--- src/shared/cee_regs.vh ---
// constants for the conditional-execution condition evaluator
// assumes a 16-bit instruction word from the core's decode stage
`ifndef CEE_REGS_VH
`define CEE_REGS_VH

// instruction field positions
`define CEE_MASK_LSB 0
`define CEE_MASK_MSB 3
`define CEE_STATE_LSB 4
`define CEE_STATE_MSB 7
`define CEE_PAIR_LSB 8
`define CEE_PAIR_MSB 9
`define CEE_COUNT_BIT 12
`define CEE_TIDX_LSB 0
`define CEE_TIDX_MSB 1

// flag test field bit order
`define CEE_FLG_CARRY 0
`define CEE_FLG_OVFL 1
`define CEE_FLG_NEG 2
`define CEE_FLG_ZERO 3

// branch condition pair codes
`define CEE_PAIR_PIN_LOW 2'h0
`define CEE_PAIR_TF_ONE 2'h1
`define CEE_PAIR_TF_ZERO 2'h2
`define CEE_PAIR_NONE 2'h3

// temporary operand register indices
`define CEE_TIDX_0 2'h0
`define CEE_TIDX_1 2'h1
`define CEE_TIDX_2 2'h2
`define CEE_TIDX_NONE 2'h3

// greater-or-equal mask: zero and negative selected
`define CEE_MASK_GEQ 4'hc

// reset values and governed counts
`define CEE_ZERO4 4'h0
`define CEE_ZERO16 16'h0000
`define CEE_CNT_ONE 2'h1
`define CEE_CNT_TWO 2'h2

`endif

--- src/verilog/cee_cond_eval.v ---
// condition decoder and evaluator for conditional execute, branch and call
// assumes flags come from the core on this clock after all earlier updates
`timescale 1ns/10ps
`default_nettype none
`include "cee_regs.vh"

module cee_cond_eval (
    input wire clock, // core clock, 10 MHz
    input wire rst, // async reset, active high
    input wire [15:0] instr_word, // instruction under decode
    input wire instr_valid, // one-cycle pulse: instr_word is a conditional
    input wire flags_settled, // earlier instructions have retired their flags
    input wire acc_zero, // main_sum_register equals zero
    input wire acc_neg, // main_sum_register below zero
    input wire acc_ovfl, // overflow flag
    input wire acc_carry, // carry flag
    input wire test_flag_bit, // test flag
    input wire ext_branch_pin, // external branch pin, asynchronous
    input wire treg_we, // write strobe for a temporary register
    input wire [1:0] treg_wr_idx, // index of register to write
    input wire [15:0] treg_wr_data, // data to write
    input wire [1:0] treg_rd_idx, // index of register to read
    output reg [15:0] treg_rd_data, // registered read data
    output reg treg_idx_err, // index 3 seen on last access
    output reg eval_done, // one-cycle pulse: result is valid
    output reg cond_met, // condition held
    output reg [1:0] cond_exec_count, // instructions governed (1 or 2)
    output reg [1:0] branch_cond_pair, // decoded pair field
    output reg [3:0] flag_test_field, // decoded mask
    output reg [3:0] flag_state_field, // decoded required state
    output reg geq_test // mask asks for greater-or-equal
);

// temporary operand registers
reg [15:0] temp_operand_reg [0:2];
reg pend_reg;
reg [15:0] pend_instr_reg;
wire pin_level;
wire wr_idx_bad;
wire rd_idx_bad;
wire [15:0] cur_instr;
wire [3:0] cur_flags;
reg pair_hit;
reg [3:0] sel_bits;

// pin passes the agreement synchroniser
// the pin is asynchronous to the core clock, so it is never read raw;
// a level change reaches the pair test four to five edges late, and
// a glitch shorter than one clock period is filtered out by the
// agreement of the second and third stages
cee_pin_sync u_pin (
    .clock(clock),
    .rst(rst),
    .pin_in(ext_branch_pin),
    .level_out(pin_level)
);

// index three names no register; reads give zero and flag an error
// only indices 0 to 2
function cee_idx_bad;
    input [1:0] idx;
    begin
        cee_idx_bad = (idx == `CEE_TIDX_NONE);
    end
endfunction

// count bit to number of governed instructions
// one or two instructions
function [1:0] cee_count_decode;
    input cbit;
    begin
        cee_count_decode = cbit ? `CEE_CNT_TWO : `CEE_CNT_ONE;
    end
endfunction

// pack accumulator conditions into the flag field order
// flag field order
function [3:0] cee_pack;
    input z;
    input n;
    input v;
    input c;
    begin
        cee_pack = {z, n, v, c};
    end
endfunction

// pair decode shared by evaluation
// pair field decode
function cee_pair_test;
    input [1:0] pair;
    input pin;
    input tf;
    begin
        case (pair)
            `CEE_PAIR_PIN_LOW: cee_pair_test = ~pin;
            `CEE_PAIR_TF_ONE: cee_pair_test = tf;
            `CEE_PAIR_TF_ZERO: cee_pair_test = ~tf;
            default: cee_pair_test = 1'b0;
        endcase
    end
endfunction

// current instruction: held one if waiting for flags
// while a request is pending the live instruction port is ignored, so
// the core may move on to fetch without disturbing the held word
assign cur_instr = pend_reg ? pend_instr_reg : instr_word;
// flags are read live on the edge that evaluates, never from a copy,
// so the last update before flags_settled rises is the one tested
assign cur_flags = cee_pack(acc_zero, acc_neg, acc_ovfl, acc_carry);

// index checks shared by write and read ports
assign wr_idx_bad = cee_idx_bad(treg_wr_idx);
assign rd_idx_bad = cee_idx_bad(treg_rd_idx);

// combinational evaluation of masked flags
always @*
begin
    sel_bits = cur_instr[`CEE_MASK_MSB:`CEE_MASK_LSB]
        & ~(cur_flags ^ cur_instr[`CEE_STATE_MSB:`CEE_STATE_LSB]);
    pair_hit = cee_pair_test(cur_instr[`CEE_PAIR_MSB:`CEE_PAIR_LSB], pin_level,
        test_flag_bit);
end

// hold request until flags settle, then evaluate
// only one request is held: a new instr_valid while one is pending is
// dropped, so the core must not issue another before eval_done;
// results stand until the next evaluation overwrites them
always @(posedge clock or posedge rst)
begin
    if (rst)
    begin
        pend_reg <= 1'b0;
        pend_instr_reg <= `CEE_ZERO16;
        eval_done <= 1'b0;
        cond_met <= 1'b0;
        cond_exec_count <= `CEE_CNT_ONE;
        branch_cond_pair <= `CEE_PAIR_NONE;
        flag_test_field <= `CEE_ZERO4;
        flag_state_field <= `CEE_ZERO4;
        geq_test <= 1'b0;
    end
    else
    begin
        eval_done <= 1'b0;
        if (instr_valid && !flags_settled && !pend_reg)
        begin
            pend_reg <= 1'b1;
            pend_instr_reg <= instr_word;
        end
        if ((instr_valid || pend_reg) && flags_settled)
        begin
            pend_reg <= 1'b0;
            eval_done <= 1'b1;
            cond_met <= (|sel_bits) | pair_hit;
            cond_exec_count <= cee_count_decode(cur_instr[`CEE_COUNT_BIT]);
            branch_cond_pair <= cur_instr[`CEE_PAIR_MSB:`CEE_PAIR_LSB];
            flag_test_field <= cur_instr[`CEE_MASK_MSB:`CEE_MASK_LSB];
            flag_state_field <= cur_instr[`CEE_STATE_MSB:`CEE_STATE_LSB];
            geq_test <= (cur_instr[`CEE_MASK_MSB:`CEE_MASK_LSB] == `CEE_MASK_GEQ);
        end
    end
end

// temporary operand registers, write and registered read
// a write to index three is discarded rather than aliased, and a read
// of it returns zero, so software errors show up on treg_idx_err
// instead of silently corrupting a real register
// three registers, index 0-2
always @(posedge clock or posedge rst)
begin
    if (rst)
    begin
        temp_operand_reg[0] <= `CEE_ZERO16;
        temp_operand_reg[1] <= `CEE_ZERO16;
        temp_operand_reg[2] <= `CEE_ZERO16;
        treg_rd_data <= `CEE_ZERO16;
        treg_idx_err <= 1'b0;
    end
    else
    begin
        if (treg_we && !wr_idx_bad)
            temp_operand_reg[treg_wr_idx] <= treg_wr_data;
        if (rd_idx_bad)
            treg_rd_data <= `CEE_ZERO16;
        else
            treg_rd_data <= temp_operand_reg[treg_rd_idx];
        treg_idx_err <= (treg_we && wr_idx_bad) || rd_idx_bad;
    end
end

endmodule

`default_nettype wire

--- src/verilog/cee_pin_sync.v ---
// three-stage synchroniser with agreement filter for an external pin
// assumes the pin is asynchronous to clock
`timescale 1ns/10ps
`default_nettype none

module cee_pin_sync (
    input wire clock, // core clock
    input wire rst, // async reset, active high
    input wire pin_in, // raw pin level
    output reg level_out // filtered level
);

reg s1_reg;
reg s2_reg;
reg s3_reg;

// shift chain; stage one feeds only stage two
always @(posedge clock or posedge rst)
begin
    if (rst)
    begin
        s1_reg <= 1'b1;
        s2_reg <= 1'b1;
        s3_reg <= 1'b1;
        level_out <= 1'b1;
    end
    else
    begin
        s1_reg <= pin_in;
        s2_reg <= s1_reg;
        s3_reg <= s2_reg;
        if (s2_reg == s3_reg)
            level_out <= s3_reg;
    end
end

endmodule

`default_nettype wire
--- config.mk ---
export PLATFORM = sky130hd
export DESIGN_NAME = cee_cond_eval
export DESIGN_NICKNAME = d
export VERILOG_FILES = /design/src/verilog/cee_cond_eval.v /design/src/verilog/cee_pin_sync.v
export VERILOG_INCLUDE_DIRS = /design/src /design/src/shared
export SDC_FILE = /design/constraint.sdc
export NUM_CORES = 1
export LEC_CHECK = 0
export BUFFER_PORTS_ARGS = -buffer_cell sky130_fd_sc_hd__buf_2
export CAP_MARGIN = 20
export CORE_MARGIN = 5
export CORE_UTILIZATION = 54
export DETAILED_ROUTE_END_ITERATION = 7
export PLACE_DENSITY_LB_ADDON = 0.1
export RECOVER_POWER = 50
export SYNTH_ARGS = -nofsm -noshare
export SYNTH_HDL_FRONTEND = slang
export SYNTH_SLANG_ARGS = --single-unit
--- constraint.sdc ---
create_clock -name clock -period 3 [get_ports clock]
set_input_delay 0.15 -clock clock [delete_from_list [all_inputs] [get_ports clock]]
set_output_delay 0.15 -clock clock [all_outputs]
set_load 0.01 [all_outputs]
==> metrics.md <==
| Metric | Value |
|---|---|
| Status | `finished clean` |
| Post-Syn Nets | `333` |
| Die Ht | `95.6 um` |
| Relative slew slack | `4.09%` |
| Crit path capture | `cond_met$_DFFE_PP0P_` |
| Final GP Congestion | `0.814` |
| CP Max Fanout | `18` |
| Total Routing Usage GR | `17.0%` |
| Final-report max-slew violation count | `0` |
| Final Skew | `0.0170 ns` |
| Iteration count of the initial detailed-routing pass | `4` |
| Syn Area/Cell | `13.8 sq um` |
| Static Leak | `2.04 nW` |
| Final wirelength | `7290 um` |
| CTS tree | `done` |
| Global-route wire length before repair | `11,600 um` |
| I/O Buffers | `73` |
| Worst Path Arrival | `2.47 ns` |
| Post-synthesis sequential area ratio | `60.9%` |
| Worst VDD drop | `406 uV` |
| Wire length per cell | `15.5 um` |
| Synth unique cells | `32` |
| Cell area after layout | `4600 sq um` |
| Ports | `79` |
| Largest net degree at the start of global routing | `66` |
| Share of post-route cells with drive strength above 1 | `34.6%` |
| Reg2reg start | `pend_reg$_DFFE_PP0P_` |
| Antenna cells | `0` |
| Worst R2R Path Depth | `4` |
| Post-Syn Area | `3960 sq um` |
| Worst EP required | `3.29 ns` |
| Flops & latches, synth | `96` |
| Die area | `9140 sq um` |
| Critical Path Sink Type | `register` |
| Hold/Removal Path Class | `primary input to register` |
| Placed cell areas | `4410 sq um` |
| GR Overflow Total | `0` |
| Root Buffer | `clkbuf_8` |
| Post-route minimum period | `2.18 ns` |
| F_max | `0.458 GHz` |
| DP HPWL | `4940 um` |
| Row Count | `31` |
| Die X | `95.6 um` |
| CORE AREA | `7180 sq um` |
| Vias | `2,443` |
| Most common cell after layout, fill and taps aside | `dfrtp_1` |
| Synth-to-layout area growth | `16.3%` |
| Dpl cells | `450` |
| DRT antenna net count | `0` |
| Iter 0 DRT Violations | `72` |
| Hold Violations, Final | `0` |
| Slew @ Worst Pin | `1.44 ns` |
| Hold-fix buffers, CTS | `3` |
| Max_cap viols | `0` |
| Clk slew on worst S/H paths | `0.10 ns` |
| Starting density of the core | `55.2%` |
| Initial antenna violation count | `0` |
| PnR worst setup slack | `0.818 ns` |
| Vias in the first global route | `2,434` |
| Reg2reg setup slack | `0.82 ns` |
| Setup Viol. Count Final | `0` |
| RSZ-0062 raised after global routing | `no` |
| FF-to-FF End | `cond_met$_DFFE_PP0P_` |
| Final Core Density | `64.1%` |
| Max reg flops | `48` |
| Commonest non-fill, non-tap cells in the layout | `89 x dfrtp_1, 59 x mux2_2, 42 x buf_2` |
| Post-CTS Resized | `0` |
| Total power | `3.03 mW` |
| Clock Latency Late Sink | `0.36 ns` |
| Nets | `412` |
| Tcrit/Tclk final | `72.7%` |
| CTS max path bufs | `2` |
| Postcts setup bufs | `0` |
| Fin Setup TNS | `0 ns` |
| DP Worst Slack | `1.34 ns` |
| Pwr Density | `658 nW/um^2` |
| CTS Buf Count | `9` |
| H-tree levels | `3` |
| Vias/cell | `5.21` |
| Clock tree sinks | `96` |
| Crit. Startpoint | `pend_reg$_DFFE_PP0P_` |
| Post-Syn Instances | `286` |
| Final non-filler cell total | `469` |
| Startpoint types | `register` |
| Kind of critical path | `register to register` |
| DRC errors left | `0` |
| Hold slack | `0.0451 ns` |
| Synth Warn # | `0` |
cells in the mapped netlist, drive strengths merged:
cell type	instances	share of area, %
dfrtp	89	56
mux2	59	17
nand2	30	2.8
mux2i	27	6.8
o21ai	27	3.5
buf	9	1.5
dfstp	7	4.6
xnor2	6	1.3
clkbuf	4	0.38
nor2	3	0.28
a21oi	2	0.25
a222oi	2	0.51
inv	2	0.19
nand2b	2	0.32
nand3b	2	0.57
nor3b	2	0.66
xor2	2	0.44
a31oi	1	0.16
a32o	1	0.25
maj3	1	0.25
mux4	1	0.57
nor2b	1	0.16
nor3	1	0.13
nor4b	1	0.22
o21a	1	0.19
o221ai	1	0.22
o32a	1	0.25
o32ai	1	0.22
logic make-up (layout without fill, tap and decap cells):
family,count (synthesis),count (layout),share of synthesized area [%]
flip-flops,96,96,60.9
multiplexers,87,87,24.2
AND/OR/NAND/NOR,42,42,5.19
AO/OA/AOI/OAI,37,37,5.56
buffers and inverters,15,99,2.12
XOR/XNOR,8,8,1.77
adder cells (fa/ha/maj),1,1,0.253
worst max-delay path, stage by stage (launching register included):
cell	delay, ns
dfrtp_1	0.37
clkbuf_1	0.80
mux4_2	0.61
a21oi_1	0.16
o32a_1	0.18
worst min-delay path by stage:
stage	start	to	slack, ns	depth (start not counted)
floorplan	ext_branch_pin	u_pin.s1_reg$_DFF_PP1_	0.15	0
global placement	ext_branch_pin	u_pin.s1_reg$_DFF_PP1_	0.26	1
detailed placement	ext_branch_pin	u_pin.s1_reg$_DFF_PP1_	0.26	1
CTS	treg_wr_data[15]	temp_operand_reg[47]$_DFFE_PP0P_	0.03	2
global route	treg_wr_data[8]	temp_operand_reg[8]$_DFFE_PP0P_	0.03	2
finish	treg_wr_data[15]	temp_operand_reg[47]$_DFFE_PP0P_	0.05	2
metal layers:
layer	GRT usage (%)	share of wire (%)	wire (um)
met5	0	0	0
met2	27.3	49	3540
met4	6.75	1.6	113
met3	4.74	5.7	416
met1	22.0	44	3210
layout make-up:
cell class	count	area, sq um
Sequential cell	96	2410
Clock buffer	11	131
Clock inverter	5	82.6
Timing Repair Buffer	81	390
Tap cell	99	124
Multi-Input combinational cell	175	1460
Fill cell	598	2570
Inverter	2	7.51
where the power goes:
part	internal (mW)	switching, mW	total, mW
logic	0.257	0.237	0.494
registers	1.52	0.111	1.63
clock network	0.472	0.428	0.900
(Power assumes the default switching activity.)
